**src/rtcat_pkg.sv**
```systemverilog
// Shared constants and types for the alarm and time-value block.
package rtcat_pkg;

  // ******************************************************************
  // Register offsets on the plain register port.
  // ******************************************************************
  localparam logic [3:0] ADR_CTRL = 4'h0;
  localparam logic [3:0] ADR_PAD  = 4'h1;
  localparam logic [3:0] ADR_ACFG = 4'h2;
  localparam logic [3:0] ADR_ALARM_REPEAT_COUNTER = 4'h3;
  localparam logic [3:0] ADR_AWH  = 4'h4;
  localparam logic [3:0] ADR_AWL  = 4'h5;
  localparam logic [3:0] ADR_TWH  = 4'h6;
  localparam logic [3:0] ADR_TWL  = 4'h7;
  localparam logic [3:0] ADR_STAT = 4'h8;

  // ******************************************************************
  // Field positions.
  // ******************************************************************
  localparam int CTRL_UNLOCK_BIT = 5;
  localparam int CTRL_HALF_BIT   = 3;
  localparam int CTRL_OE_BIT     = 2;
  localparam int CTRL_PTR_LSB    = 0;
  localparam int PAD_SRC_LSB     = 1;
  localparam int ACFG_ON_BIT     = 7;
  localparam int ACFG_CHIME_BIT  = 6;
  localparam int ACFG_MASK_LSB   = 2;
  localparam int ACFG_PTR_LSB    = 0;
  localparam int STAT_FLAG_BIT   = 0;

  // ******************************************************************
  // Encodings and reset values.
  // ******************************************************************
  localparam logic [1:0] SRC_ALARM  = 2'h0;
  localparam logic [1:0] SRC_SECCLK = 2'h1;
  localparam logic [3:0] MASK_HALF    = 4'h0;
  localparam logic [3:0] MASK_SEC     = 4'h1;
  localparam logic [3:0] MASK_TENSEC  = 4'h2;
  localparam logic [3:0] MASK_MIN     = 4'h3;
  localparam logic [3:0] MASK_TENMIN  = 4'h4;
  localparam logic [3:0] MASK_HOUR    = 4'h5;
  localparam logic [3:0] MASK_DAY     = 4'h6;
  localparam logic [3:0] MASK_WEEK    = 4'h7;
  localparam logic [3:0] MASK_MONTH   = 4'h8;
  localparam logic [3:0] MASK_YEAR    = 4'h9;
  localparam logic [7:0] RPT_MAX      = 8'hFF;
  localparam logic [7:0] CFG_RESET    = 8'h00;

  // Time fields, in the order that the value arrays use.
  typedef enum logic [2:0] {
    FLD_SEC, FLD_MIN, FLD_HOUR, FLD_WEEKDAY_DIGIT, FLD_DAY, FLD_MONTH, FLD_YEAR, FLD_NONE
  } rtcat_field_t;

  // Implemented bits of each field, second first.
  localparam logic [6:0][7:0] FIELD_MASK = {8'hFF, 8'h1F, 8'h3F, 8'h07, 8'h3F, 8'h7F, 8'h7F};
  // Midnight, 1 January of year 00, a Sunday.
  localparam logic [6:0][7:0] TIME_RESET = {8'h00, 8'h01, 8'h01, 8'h00, 8'h00, 8'h00, 8'h00};
  localparam logic [7:0] SEC_MAX   = 8'h59;
  localparam logic [7:0] MIN_MAX   = 8'h59;
  localparam logic [7:0] HOUR_MAX  = 8'h23;
  localparam logic [7:0] WEEKDAY_DIGIT_MAX  = 8'h06;
  localparam logic [7:0] MONTH_MAX = 8'h12;
  localparam logic [7:0] YEAR_MAX  = 8'h99;

  // ******************************************************************
  // Timing.
  // ******************************************************************
  localparam int CLK_PERIOD_NS = 10;
  localparam int HALF_SEC_NS   = 500000000;
  localparam int HALF_SEC_CYC  = HALF_SEC_NS / CLK_PERIOD_NS;

endpackage

```
**src/rtcat_tick.sv**
```systemverilog
// Half-second and one-second time base derived from the system clock.
`timescale 1ns/10ps
module rtcat_tick
  import rtcat_pkg::*;
#(
  parameter int HALF_CYC = HALF_SEC_CYC
) (
  input  wire logic clk,
  input  wire logic rst_n,
  input  wire logic clear,
  output logic      half_tick,
  output logic      sec_tick,
  output logic      half_flag
);

  typedef struct packed {
    logic [25:0] cnt;
    logic        half;
    logic        ht;
    logic        st;
  } rtcat_tick_t;

  rtcat_tick_t s_r, s_nxt;

  // Counts half periods; a write to the seconds restarts the second.
  always_comb begin
    s_nxt = s_r;
    s_nxt.ht = 1'b0;
    s_nxt.st = 1'b0;
    if (clear) begin
      s_nxt.cnt  = '0;
      s_nxt.half = 1'b0;
    end else if (s_r.cnt == 26'(HALF_CYC - 1)) begin
      s_nxt.cnt  = '0;
      s_nxt.half = ~s_r.half;
      s_nxt.ht   = 1'b1;
      s_nxt.st   = s_r.half;
    end else begin
      s_nxt.cnt = s_r.cnt + 26'h0000001;
    end
  end

  // Registers the time base state.
  always_ff @(posedge clk) begin
    if (!rst_n) begin
      s_r <= '0;
    end else begin
      s_r <= s_nxt;
    end
  end

  assign half_tick = s_r.ht;
  assign sec_tick  = s_r.st;
  assign half_flag = s_r.half;

endmodule // rtcat_tick

```
**src/rtcat_clock.sv**
```systemverilog
// BCD time and calendar counters with a field write port.
`timescale 1ns/10ps
module rtcat_clock
  import rtcat_pkg::*;
(
  input  wire logic             clk,
  input  wire logic             rst_n,
  input  wire logic             sec_tick,
  input  wire logic             wr_en,
  input  rtcat_field_t          wr_field,
  input  wire logic [7:0]       wr_data,
  output logic      [6:0][7:0]  time_val
);

  typedef struct packed {
    logic [6:0][7:0] f;
  } rtcat_clock_t;

  rtcat_clock_t s_r, s_nxt;
  logic [8:0]   c_sec, c_min, c_hour, c_weekday_digit, c_day, c_month, c_year;

  // Steps one BCD field; bit 8 flags the wrap back to the lowest value.
  function automatic logic [8:0] bcd_step(input logic [7:0] v, input logic [7:0] vmax,
                                          input logic [7:0] vmin);
    if (v >= vmax) begin
      return {1'b1, vmin};
    end else if (v[3:0] == 4'h9) begin
      return {1'b0, v[7:4] + 4'h1, 4'h0};
    end else begin
      return {1'b0, v[7:4], v[3:0] + 4'h1};
    end
  endfunction

  // Last day of a month in BCD, with February grown in years divisible by four.
  function automatic logic [7:0] month_len(input logic [7:0] m, input logic [7:0] y);
    logic leap;
    leap = y[4] ? (y[3:0] == 4'h2 || y[3:0] == 4'h6) :
                  (y[3:0] == 4'h0 || y[3:0] == 4'h4 || y[3:0] == 4'h8);
    if (m == 8'h02) begin
      return leap ? 8'h29 : 8'h28;
    end else if (m == 8'h04 || m == 8'h06 || m == 8'h09 || m == 8'h11) begin
      return 8'h30;
    end else begin
      return 8'h31;
    end
  endfunction

  // Candidate next value of each field.
  assign c_sec   = bcd_step(s_r.f[FLD_SEC], SEC_MAX, 8'h00);
  assign c_min   = bcd_step(s_r.f[FLD_MIN], MIN_MAX, 8'h00);
  assign c_hour  = bcd_step(s_r.f[FLD_HOUR], HOUR_MAX, 8'h00);
  assign c_weekday_digit  = bcd_step(s_r.f[FLD_WEEKDAY_DIGIT], WEEKDAY_DIGIT_MAX, 8'h00);
  assign c_day   = bcd_step(s_r.f[FLD_DAY], month_len(s_r.f[FLD_MONTH], s_r.f[FLD_YEAR]), 8'h01);
  assign c_month = bcd_step(s_r.f[FLD_MONTH], MONTH_MAX, 8'h01);
  assign c_year  = bcd_step(s_r.f[FLD_YEAR], YEAR_MAX, 8'h00);

  // Ripples carries on each second; a software write wins for its own field.
  always_comb begin
    s_nxt = s_r;
    if (sec_tick) begin
      s_nxt.f[FLD_SEC] = c_sec[7:0];
      if (c_sec[8]) begin
        s_nxt.f[FLD_MIN] = c_min[7:0];
        if (c_min[8]) begin
          s_nxt.f[FLD_HOUR] = c_hour[7:0];
          if (c_hour[8]) begin
            s_nxt.f[FLD_WEEKDAY_DIGIT] = c_weekday_digit[7:0];
            s_nxt.f[FLD_DAY]  = c_day[7:0];
            if (c_day[8]) begin
              s_nxt.f[FLD_MONTH] = c_month[7:0];
              if (c_month[8]) begin
                s_nxt.f[FLD_YEAR] = c_year[7:0];
              end
            end
          end
        end
      end
    end
    if (wr_en && wr_field != FLD_NONE) begin
      s_nxt.f[wr_field] = wr_data & FIELD_MASK[wr_field];
    end
  end

  // Registers the calendar.
  always_ff @(posedge clk) begin
    if (!rst_n) begin
      s_r.f <= TIME_RESET;
    end else begin
      s_r <= s_nxt;
    end
  end

  assign time_val = s_r.f;

endmodule // rtcat_clock

```
**src/rtcat_top.sv**
```systemverilog
// Alarm, output pin select and windowed time-value registers of the clock unit.
//
// The implementer's own choices: the plain strobed port and the register addresses.
`timescale 1ns/10ps
// What this block does
// - Source select 01 routes the seconds clock to the pin, 00 the alarm pulse.
// - The pin is driven only while the clock output enable bit is set.
// - Alarm on clears itself after an event when counter is zero and not chiming.
// - The eight-bit repeat counter counts down once per alarm event.
// - At zero the counter holds, or wraps to FF in repeat-forever mode.
// - Mask codes 0 to 5: half second, second, ten seconds, minute, ten minutes, hour.
// - Mask codes 6 to 9: daily, weekly, monthly, yearly; 29 February fires leap years.
// - Alarm pointer selects minute, weekday, month high; second, hour, day low.
// - Alarm pointer counts down on each high-window access, stopping at 00.
// - Year holds two BCD digits in bits 7-4 and 3-0.
// - Month tens in bit 4, ones in bits 3-0, bits 7-5 read zero.
// - Day tens in bits 5-4, ones in bits 3-0.
// - Weekday 0 to 6 in bits 2-0, upper bits read zero.
// - Hour tens in bits 5-4, ones in bits 3-0, 24-hour form.
// - Minute tens in bits 6-4, ones in bits 3-0, bit 7 reads zero.
// - Second tens in bits 6-4, ones in bits 3-0, bit 7 reads zero.
// - Year to hour writes land only while the write unlock bit is set.
// - Unused bits and the reserved slot read zero and ignore writes.
// - Time pointer selects minute, weekday, month, reserved high; second to year low.
// - Time window writes are ignored while the write unlock bit is clear.
module rtcat_top
  import rtcat_pkg::*;
#(
  parameter int HALF_SEC_CYC_P = HALF_SEC_CYC
) (
  input  wire logic       CLK,
  input  wire logic       RSTN,
  input  wire logic [3:0] ADDR,
  input  wire logic [7:0] WDATA,
  input  wire logic       WR,
  input  wire logic       RD,
  output logic      [7:0] RDATA,
  output logic            RTC_OUT,
  output logic            RTC_OUT_EN,
  output logic            ALARM_EVENT
);

  // ******************************************************************
  // State.
  // ******************************************************************
  typedef struct packed {
    logic            unlock;
    logic            oe;
    logic [1:0]      tptr;
    logic [1:0]      srcsel;
    logic            on;
    logic            chime;
    logic [3:0]      mask;
    logic [1:0]      aptr;
    logic [7:0]      rpt;
    logic [5:0][7:0] aval;
    logic            flag;
    logic            pulse;
    logic            pin;
    logic [7:0]      rdata;
    logic            half_d;
    logic            sec_d;
  } rtcat_top_t;

  rtcat_top_t      st_r, st_nxt;
  logic            half_tick, sec_tick, half_flag, tick_clear;
  logic [6:0][7:0] time_val;
  logic            tw_en;
  rtcat_field_t    tw_field;
  rtcat_field_t    afld, tfld;
  logic            win_access, fire;

  // ******************************************************************
  // Decoding helpers.
  // ******************************************************************

  // Maps a window pointer to the field it reaches; the alarm side has no year.
  function automatic rtcat_field_t win_field(input logic high, input logic [1:0] ptr,
                                             input logic alarm);
    case ({high, ptr})
      3'b100:  return FLD_MIN;
      3'b101:  return FLD_WEEKDAY_DIGIT;
      3'b110:  return FLD_MONTH;
      3'b000:  return FLD_SEC;
      3'b001:  return FLD_HOUR;
      3'b010:  return FLD_DAY;
      3'b011:  return alarm ? FLD_NONE : FLD_YEAR;
      default: return FLD_NONE;
    endcase
  endfunction

  // Compares the fields that the interval mask keeps against the alarm values.
  function automatic logic fields_match(input logic [3:0] m, input logic [6:0][7:0] t,
                                        input logic [5:0][7:0] a);
    logic s_eq, m_eq, h_eq, d_eq;
    s_eq = (t[FLD_SEC] == a[FLD_SEC]);
    m_eq = s_eq && (t[FLD_MIN] == a[FLD_MIN]);
    h_eq = m_eq && (t[FLD_HOUR] == a[FLD_HOUR]);
    d_eq = h_eq && (t[FLD_DAY] == a[FLD_DAY]);
    case (m)
      MASK_SEC:    return 1'b1;
      MASK_TENSEC: return t[FLD_SEC][3:0] == a[FLD_SEC][3:0];
      MASK_MIN:    return s_eq;
      MASK_TENMIN: return s_eq && (t[FLD_MIN][3:0] == a[FLD_MIN][3:0]);
      MASK_HOUR:   return m_eq;
      MASK_DAY:    return h_eq;
      MASK_WEEK:   return h_eq && (t[FLD_WEEKDAY_DIGIT] == a[FLD_WEEKDAY_DIGIT]);
      MASK_MONTH:  return d_eq;
      MASK_YEAR:   return d_eq && (t[FLD_MONTH] == a[FLD_MONTH]);
      default:     return 1'b0;
    endcase
  endfunction

  // ******************************************************************
  // Time base and calendar.
  // ******************************************************************
  rtcat_tick #(
    .HALF_CYC (HALF_SEC_CYC_P)
  ) u_tick (
    .clk       (CLK),
    .rst_n     (RSTN),
    .clear     (tick_clear),
    .half_tick (half_tick),
    .sec_tick  (sec_tick),
    .half_flag (half_flag)
  );

  rtcat_clock u_clock (
    .clk      (CLK),
    .rst_n    (RSTN),
    .sec_tick (sec_tick),
    .wr_en    (tw_en),
    .wr_field (tw_field),
    .wr_data  (WDATA),
    .time_val (time_val)
  );

  // ******************************************************************
  // Alarm detection.
  // ******************************************************************

  // Matches are judged one cycle after a tick, once the calendar has moved.
  assign fire = st_r.on &&
                ((st_r.mask == MASK_HALF && st_r.half_d) ||
                 (st_r.sec_d && fields_match(st_r.mask, time_val, st_r.aval)));

  // Window targets and the shared access strobe of all four windows, high and low.
  assign afld       = win_field(ADDR == ADR_AWH, st_r.aptr, 1'b1);
  assign tfld       = win_field(ADDR == ADR_TWH, st_r.tptr, 1'b0);
  assign win_access = (WR || RD) && (ADDR == ADR_AWH || ADDR == ADR_AWL ||
                                     ADDR == ADR_TWH || ADDR == ADR_TWL);

  // ******************************************************************
  // Next-state logic.
  // ******************************************************************

  // Alarm event effects first, then register writes, then read data.
  always_comb begin
    st_nxt        = st_r;
    tw_en         = 1'b0;
    tw_field      = FLD_NONE;
    tick_clear    = 1'b0;
    st_nxt.half_d = half_tick;
    st_nxt.sec_d  = sec_tick;
    st_nxt.pulse  = fire;

    // Sticky flag: a write of one clears it, a same-cycle event keeps it set.
    if (WR && ADDR == ADR_STAT && WDATA[STAT_FLAG_BIT]) begin
      st_nxt.flag = 1'b0;
    end
    if (fire) begin
      st_nxt.flag = 1'b1;
      if (st_r.rpt != 8'h00) begin
        st_nxt.rpt = st_r.rpt - 8'h01;
      end else if (st_r.chime) begin
        st_nxt.rpt = RPT_MAX;
      end
      if (st_r.rpt == 8'h00 && !st_r.chime) begin
        st_nxt.on = 1'b0;
      end
    end

    // Register writes; a write beats an alarm event in the same cycle.
    if (WR) begin
      if (ADDR == ADR_CTRL) begin
        st_nxt.unlock = WDATA[CTRL_UNLOCK_BIT];
        st_nxt.oe     = WDATA[CTRL_OE_BIT];
        st_nxt.tptr   = WDATA[CTRL_PTR_LSB +: 2];
      end else if (ADDR == ADR_PAD) begin
        st_nxt.srcsel = WDATA[PAD_SRC_LSB +: 2];
      end else if (ADDR == ADR_ACFG) begin
        st_nxt.on    = WDATA[ACFG_ON_BIT];
        st_nxt.chime = WDATA[ACFG_CHIME_BIT];
        st_nxt.mask  = WDATA[ACFG_MASK_LSB +: 4];
        st_nxt.aptr  = WDATA[ACFG_PTR_LSB +: 2];
      end else if (ADDR == ADR_ALARM_REPEAT_COUNTER) begin
        st_nxt.rpt = WDATA;
      end else if (ADDR == ADR_AWH || ADDR == ADR_AWL) begin
        if (afld != FLD_NONE) begin
          st_nxt.aval[afld] = WDATA & FIELD_MASK[afld];
        end
      end else if (ADDR == ADR_TWH || ADDR == ADR_TWL) begin
        if (st_r.unlock && tfld != FLD_NONE) begin
          tw_en      = 1'b1;
          tw_field   = tfld;
          tick_clear = (tfld == FLD_SEC);
        end
      end
    end

    // High-window accesses step the pointers down, stopping at zero.
    if (win_access && ADDR == ADR_AWH && st_r.aptr != 2'h0) begin
      st_nxt.aptr = st_r.aptr - 2'h1;
    end
    if (win_access && ADDR == ADR_TWH && st_r.tptr != 2'h0) begin
      st_nxt.tptr = st_r.tptr - 2'h1;
    end

    // Read data stands for one cycle only; unmapped reads return zero.
    st_nxt.rdata = 8'h00;
    if (RD) begin
      if (ADDR == ADR_CTRL) begin
        st_nxt.rdata[CTRL_UNLOCK_BIT]     = st_r.unlock;
        st_nxt.rdata[CTRL_HALF_BIT]       = half_flag;
        st_nxt.rdata[CTRL_OE_BIT]         = st_r.oe;
        st_nxt.rdata[CTRL_PTR_LSB +: 2]   = st_r.tptr;
      end else if (ADDR == ADR_PAD) begin
        st_nxt.rdata[PAD_SRC_LSB +: 2]    = st_r.srcsel;
      end else if (ADDR == ADR_ACFG) begin
        st_nxt.rdata[ACFG_ON_BIT]         = st_r.on;
        st_nxt.rdata[ACFG_CHIME_BIT]      = st_r.chime;
        st_nxt.rdata[ACFG_MASK_LSB +: 4]  = st_r.mask;
        st_nxt.rdata[ACFG_PTR_LSB +: 2]   = st_r.aptr;
      end else if (ADDR == ADR_ALARM_REPEAT_COUNTER) begin
        st_nxt.rdata = st_r.rpt;
      end else if (ADDR == ADR_AWH || ADDR == ADR_AWL) begin
        if (afld != FLD_NONE) begin
          st_nxt.rdata = st_r.aval[afld];
        end
      end else if (ADDR == ADR_TWH || ADDR == ADR_TWL) begin
        if (tfld != FLD_NONE) begin
          st_nxt.rdata = time_val[tfld];
        end
      end else if (ADDR == ADR_STAT) begin
        st_nxt.rdata[STAT_FLAG_BIT] = st_r.flag;
      end
    end

    // Output pin: chosen source, gated by the output enable.
    if (!st_r.oe) begin
      st_nxt.pin = 1'b0;
    end else if (st_r.srcsel == SRC_SECCLK) begin
      st_nxt.pin = half_flag;
    end else if (st_r.srcsel == SRC_ALARM) begin
      st_nxt.pin = fire;
    end else begin
      st_nxt.pin = 1'b0;
    end
  end

  // ******************************************************************
  // State register.
  // ******************************************************************

  // Synchronous reset puts all control and alarm state to zero.
  always_ff @(posedge CLK) begin
    if (!RSTN) begin
      st_r <= '0;
    end else begin
      st_r <= st_nxt;
    end
  end

  assign RDATA       = st_r.rdata;
  assign RTC_OUT     = st_r.pin;
  assign RTC_OUT_EN  = st_r.oe;
  assign ALARM_EVENT = st_r.pulse;
endmodule // rtcat_top

```
**config.mk**
```make
export PLATFORM = sky130hd
export DESIGN_NAME = rtcat_top
export DESIGN_NICKNAME = d
export VERILOG_FILES = /design/src/rtcat_pkg.sv /design/src/rtcat_tick.sv /design/src/rtcat_clock.sv /design/src/rtcat_top.sv
export SDC_FILE = /design/constraint.sdc
export NUM_CORES = 1
export LEC_CHECK = 0
export BUFFER_PORTS_ARGS = -buffer_cell sky130_fd_sc_hd__buf_2
export CELL_PAD_IN_SITES_DETAIL_PLACEMENT = 1
export CELL_PAD_IN_SITES_GLOBAL_PLACEMENT = 2
export CORE_ASPECT_RATIO = 1.75
export CORE_MARGIN = 4
export CORE_UTILIZATION = 41
export DETAILED_ROUTE_END_ITERATION = 7
export HOLD_SLACK_MARGIN = 0.12
export PLACE_DENSITY_LB_ADDON = 0.3
export SETUP_SLACK_MARGIN = 0.15
export SLEW_MARGIN = 5
export SYNTH_ARGS = -nofsm -noshare
export SYNTH_HDL_FRONTEND = slang
export SYNTH_SLANG_ARGS = --single-unit
```
**constraint.sdc**
```tcl
create_clock -name CLK -period 5.65 [get_ports CLK]
set_input_delay 0.565 -clock CLK [delete_from_list [all_inputs] [get_ports CLK]]
set_output_delay 0.565 -clock CLK [all_outputs]
set_load 0.01 [all_outputs]
```
==> run metrics, run 1 <==
CP Max Fanout 15; TritonCTS clock tree done; Final min period 3.90 ns; row cnt 76; pwr dens 247 mW/mm²; final worst setup slack 1.75 ns; max-cap viol count 0; post-synthesis instance total 1311; Layout Cell Area excl Fill 0.0112 mm²; slowest stage delay, CP 0.56 ns; Yosys reg bits 168; routed wire length 38900 µm; share of cells above drive strength 1 7.37%; RSZ-0062 raised after global routing no; Min Hold Slack 0.438 ns; vias in the first global route 10300; grt ovf 0; RePlAce Congestion 0.901; Place WS 1.78 ns; post-CTS sizing 0; Worst EP required 6.02 ns; placed instance count 1569; die width 128 µm; Worst path top cell family by delay compound AO/OA/AOI/OAI gates; clock-pin transition on the worst setup and hold timing paths 0.07 ns; Setup Crit Path Kind reg2reg; Max Root-Sink Buffers 2; crit path buf inv count 0; syn avg cell area 7.84 µm²; IO buf count 26; Area growth, synth to finish 8.55%; crit path launch type flip-flop; detailed-route via count 9898; die area 0.0278 mm²; setup TNS 0 ns; clock sinks 168; initial antenna violation count 0; Ys Warns 0; Pleak 4.10 nW; Mapped Nets 1367; critical path capture point type flip-flop; Diodes inserted 0; Mapped Area 0.0103 mm²; height of the die 217 µm; Antenna Nets Post-Route 0; DP Area 0.0105 mm²; crit-path cells xor2_1, nor2_1, nor2_1, o21ai_0, nand2b_1, a21oi_1, ha_1, or4b_1, a21o_1, a21o_1, a211oi_2, or3_1, o21ai_0, a311oi_1; Post-Layout Cell Count 1601; routed length per placed instance 24.3 µm; CP max-delay cell dfxtp_1; most common cell after layout, fill and taps aside nor2_1; first-pass GRT wire length 60200 µm; commonest non-fill, non-tap cells in the layout nor2_1, dfxtp_1, nand2_1; Post-synth ARST share 0%; Post-synth EDFFs 0; slew at the pin closest to its max-slew limit 1.17 ns; via density per instance 6.18; area of the core 0.0246 mm²; post-DP HPWL 28800 µm; Synth Flop Type dfxtp_1; FMAX 0.256 GHz; iteration-0 DRC count of the detailed router 661; Total Routing Usage GR 28.4%; pins over their slew limit 0; Worst Clk Skew 0.0115 ns; Layout Nets 1332; Slew headroom 21.4%; setup violators final 0; TritonRoute pass-1 iters 5; largest net degree at the start of global routing 56; Hold-fix buffers, CTS 0; synth unique cells 76; Initial Util 41.7%; peak supply drop 0.207 mV; DRC viols 0; status complete, no violations; CP arrival 4.27 ns; postcts setup bufs 0; register area share after synthesis 32.7%; cts bufs inserted 17; Tcrit/Tclk final 69.0%; Skew-Pair Late Insertion Delay 0.47 ns; Hold Crit Class in2reg; H-tree depth 4; endpoints failing hold 0; root buffer cell clkbuf_16; Ports 27
-- stage by stage --
step | power (mW) | util [%]
CTS | 2.77 | 45.3
global route | 2.84 | 45.3
global placement | 1.41 | 42.6
detailed placement | 1.42 | 42.6
finish | 2.76 | 45.3
floorplan | 1.34 | -
-- cells in the mapped netlist (14+ instances only) --
library cell,number,area [µm²]
a211oi_1,17,128
a31oi_1,31,194
nand2_1,122,458
a221oi_1,19,166
buf_2,14,70.1
xor2_1,43,377
nand3_1,44,220
xnor2_1,46,403
a21oi_1,64,320
nor3_1,33,165
o21ai_0,63,315
ha_1,40,500
nor2_1,192,721
nand4_1,23,144
clkbuf_1,64,240
mux2i_1,60,601
dfxtp_1,168,3360
inv_1,47,176
-- worst reg2reg max path: stages (launching register included) --
cell      delay, ns
dfxtp_1        0.56
xor2_1         0.12
nor2_1         0.11
nor2_1         0.05
o21ai_0        0.26
nand2b_1       0.10
a21oi_1        0.16
ha_1           0.24
or4b_1         0.51
a21o_1         0.19
a21o_1         0.18
a211oi_2       0.34
or3_1          0.52
o21ai_0        0.18
a311oi_1       0.30
-- per-layer routing --
layer | wire, µm | vias to the layer above | global-route usage (%) | share of wire, %
met5 | 0 | - | 0 | 0
met4 | 2670 | 0 | 18.1 | 6.9
met3 | 1480 | 120 | 4.20 | 3.8
met2 | 19900 | 282 | 50.8 | 51
met1 | 14800 | 4912 | 30.7 | 38
li1 | - | 4584 | - | -
-- cells by family after synthesis --
logic type | after synthesis | synth area share (%)
multiplexers | 63 | 6.29
AND/OR/NAND/NOR | 509 | 23.1
XOR/XNOR | 89 | 7.59
AO/OA/AOI/OAI | 301 | 19.7
adder cells (fa/ha/maj) | 40 | 4.87
flip-flops | 168 | 32.7
buffers and inverters | 141 | 5.69
-- worst paths after layout --
path                        startpoint  slack (ns)  cells past startpoint                   end
setup / recovery  u_clock.time_val[49]        1.75                     14  u_clock.time_val[52]
hold / removal                WDATA[3]        0.44                      3              st_r[72]
setup reg to reg  u_clock.time_val[49]        1.75                     14  u_clock.time_val[52]
hold reg to reg       u_tick.half_tick        0.45                      1               st_r[1]
-- area by class of cell --
cell class / count / area, µm²
clock buffers: 17 / 425
clock inverters: 15 / 238
fillers: 3027 / 13500
inverters: 48 / 181
multi-input cells: 1002 / 6320
flip-flops and latches: 168 / 3360
well taps: 312 / 390
repair buffers: 39 / 228
-- report_power, final --
group	switching (mW)	total, mW	internal (mW)
logic	0.133	0.185	0.0521
registers	0.0148	1.21	1.19
clock network	0.569	1.37	0.797
(Power assumes the default switching activity.)
==> inputs of run 2 (changes only) <==
--- a/config.mk
+++ b/config.mk
@@ -10,7 +10,7 @@
 export CELL_PAD_IN_SITES_GLOBAL_PLACEMENT = 2
 export CORE_ASPECT_RATIO = 1.75
 export CORE_MARGIN = 4
-export CORE_UTILIZATION = 41
+export CORE_UTILIZATION = 35
 export DETAILED_ROUTE_END_ITERATION = 7
 export HOLD_SLACK_MARGIN = 0.12
 export PLACE_DENSITY_LB_ADDON = 0.3
==> constraint.sdc (replaced) <==
create_clock -name CLK -period 3.5 [get_ports CLK]
set_input_delay 0.35 -clock CLK [delete_from_list [all_inputs] [get_ports CLK]]
set_output_delay 0.35 -clock CLK [all_outputs]
set_load 0.01 [all_outputs]
==> run metrics, run 2 (same netlist as run 1, synthesis figures left out) <==
Pleak 4.45 nW; clock-pin transition on the worst setup and hold timing paths 0.07 ns; routed wire length 41000 µm; RSZ-0062 raised after global routing yes; pins over their slew limit 0; RePlAce Congestion 0.902; IO buf count 26; hold-critical path depth 3; Layout Nets 1403; TritonCTS clock tree done; clock sinks 168; Ports 27; routed length per placed instance 23.6 µm; height of the die 235 µm; Hold Crit Class in2reg; cells on worst reg2reg path 15; TritonRoute pass-1 iters 5; die area 0.0323 mm²; Setup Crit Path Kind reg2reg; detailed-route via count 10100; max-cap viol count 0; HP Start WDATA[6]; Crit Reg-Reg Endpoint u_clock.time_val[48]; Worst EP required 3.81 ns; slew at the pin closest to its max-slew limit 0.949 ns; Filler cells 3499; FMAX 0.311 GHz; die width 138 µm; grt ovf 0; peak supply drop 0.355 mV; share of cells above drive strength 1 13.3%; H-tree depth 4; iteration-0 DRC count of the detailed router 501; first-pass GRT wire length 61800 µm; crit path launch type flip-flop; Area growth, synth to finish 14.9%; setup TNS 0 ns; Tcrit/Tclk final 91.9%; post-DP HPWL 31100 µm; CP max-delay cell or4b_1; vias in the first global route 10400; commonest non-fill, non-tap cells in the layout nor2_1, dfxtp_1, nand2_1; largest net degree at the start of global routing 56; slowest stage delay, CP 0.47 ns; Final min period 3.22 ns; via density per instance 5.79; Max Root-Sink Buffers 2; Diodes inserted 0; critical path capture point type flip-flop; CP Max Fanout 13; endpoints failing hold 0; setup violators final 0; CP arrival 3.53 ns; WHS Endpoint st_r[75]; status complete, no violations; initial antenna violation count 0; DRC viols 0; Initial Util 35.6%; root buffer cell clkbuf_16; Slew headroom 35.8%; row cnt 82; Hold-fix buffers, CTS 0; most common cell after layout, fill and taps aside nor2_1; area of the core 0.0288 mm²; PnR Total Power 4.18 mW; Total Routing Usage GR 25.5%; Skew-Pair Late Insertion Delay 0.46 ns; pwr dens 354 mW/mm²; crit-path cells inv_1, ha_2, mux2i_2, nor4_4, a21oi_2, ha_1, or4b_1, a21o_1, a21o_1, a211oi_4, or3_4, buf_12, nor3_1, a211oi_1, a211oi_1; Reg2Reg Launch Point u_clock.time_val[45]; r2r setup slk 0.28 ns; Antenna Nets Post-Route 0; cts bufs inserted 17; Min Hold Slack 0.235 ns; Worst Clk Skew 0.00775 ns
-- run 2: cell types whose count changed in the layout (fill, tap and decap cells not counted), moves of 2 or more --
cell | before | now
or2_4 | 0 | 2
bufinv_16 | 5 | 1
buf_12 | 0 | 3
ha_2 | 0 | 2
clkinvlp_4 | 1 | 5
dfxtp_1 | 168 | 164
dfxtp_2 | 0 | 2
ha_1 | 40 | 38
buf_4 | 13 | 81
dfxtp_4 | 0 | 2
-- run 2: power breakdown --
group	switching, mW	internal, mW
Sequential	0.0152	1.92
Combinational	0.228	0.103
Clock	0.899	1.01
-- run 2: worst max-delay path, delay by kind of cell, from the launching register on --
family	cells	cell delay, ns
DFF	1	0.33
and+or+nand+nor	4	0.77
AOI/OAI and AO/OA	6	1.10
buffers and inverters	2	0.20
muxes	1	0.23
adders and majority gates	2	0.43
-- run 2: final cells by class --
type	count	area [µm²]	area share, %
inverter	48	181	1.54
clock buffer	18	439	3.72
tap	378	473	4.01
sequential	168	3370	28.6
multi-input combinational	1002	6400	54.2
clock inverter	14	136	1.16
timing repair buffer	110	798	6.76
-- run 2: metal layers --
layer	part of all wire, %	global-route usage, %	wire length, µm	up-vias
met5	0	0	0	-
met4	6.4	15.1	2630	0
met3	3.5	3.38	1440	110
met2	53	46.7	21800	234
met1	37	26.9	15200	4990
li1	-	-	-	4728
-- run 2: what timing repair did --
action / in CTS / in global routing
hold endpoints to repair: 0 / 0
buffers inserted: 0 / 5
pin swaps: 4 / 13
resized for setup: 7 / 15
endpoints found under the setup margin: 21 / 26
-- run 2: worst max-delay path by stage --
stage	start	endpoint	slack, ns	cells past startpoint
floorplan	u_clock.time_val[49]	u_clock.time_val[51]	0.15	17
global placement	u_clock.time_val[46]	u_clock.time_val[37]	0.15	13
detailed placement	u_clock.time_val[46]	u_clock.time_val[43]	0.01	12
CTS	u_clock.time_val[46]	u_clock.time_val[55]	0.16	13
global route	u_clock.time_val[49]	u_clock.time_val[48]	0.09	16
finish	u_clock.time_val[45]	u_clock.time_val[48]	0.28	15
-- run 2: per-stage QoR --
| step | cells | worst slack (ns) | instance area, µm² | util (%) |
|---|---|---|---|---|
| after floorplan | 1311 | 0.151 | 10300 | - |
| after global placement | 1701 | 0.152 | 11100 | 38.5 |
| after detailed placement | 1701 | 0.00970 | 11100 | 38.5 |
| after CTS | 1733 | 0.158 | 11700 | 40.6 |
| after global routing | 1738 | 0.0944 | 11800 | 40.9 |
| final | 1738 | 0.284 | 11800 | 40.9 |
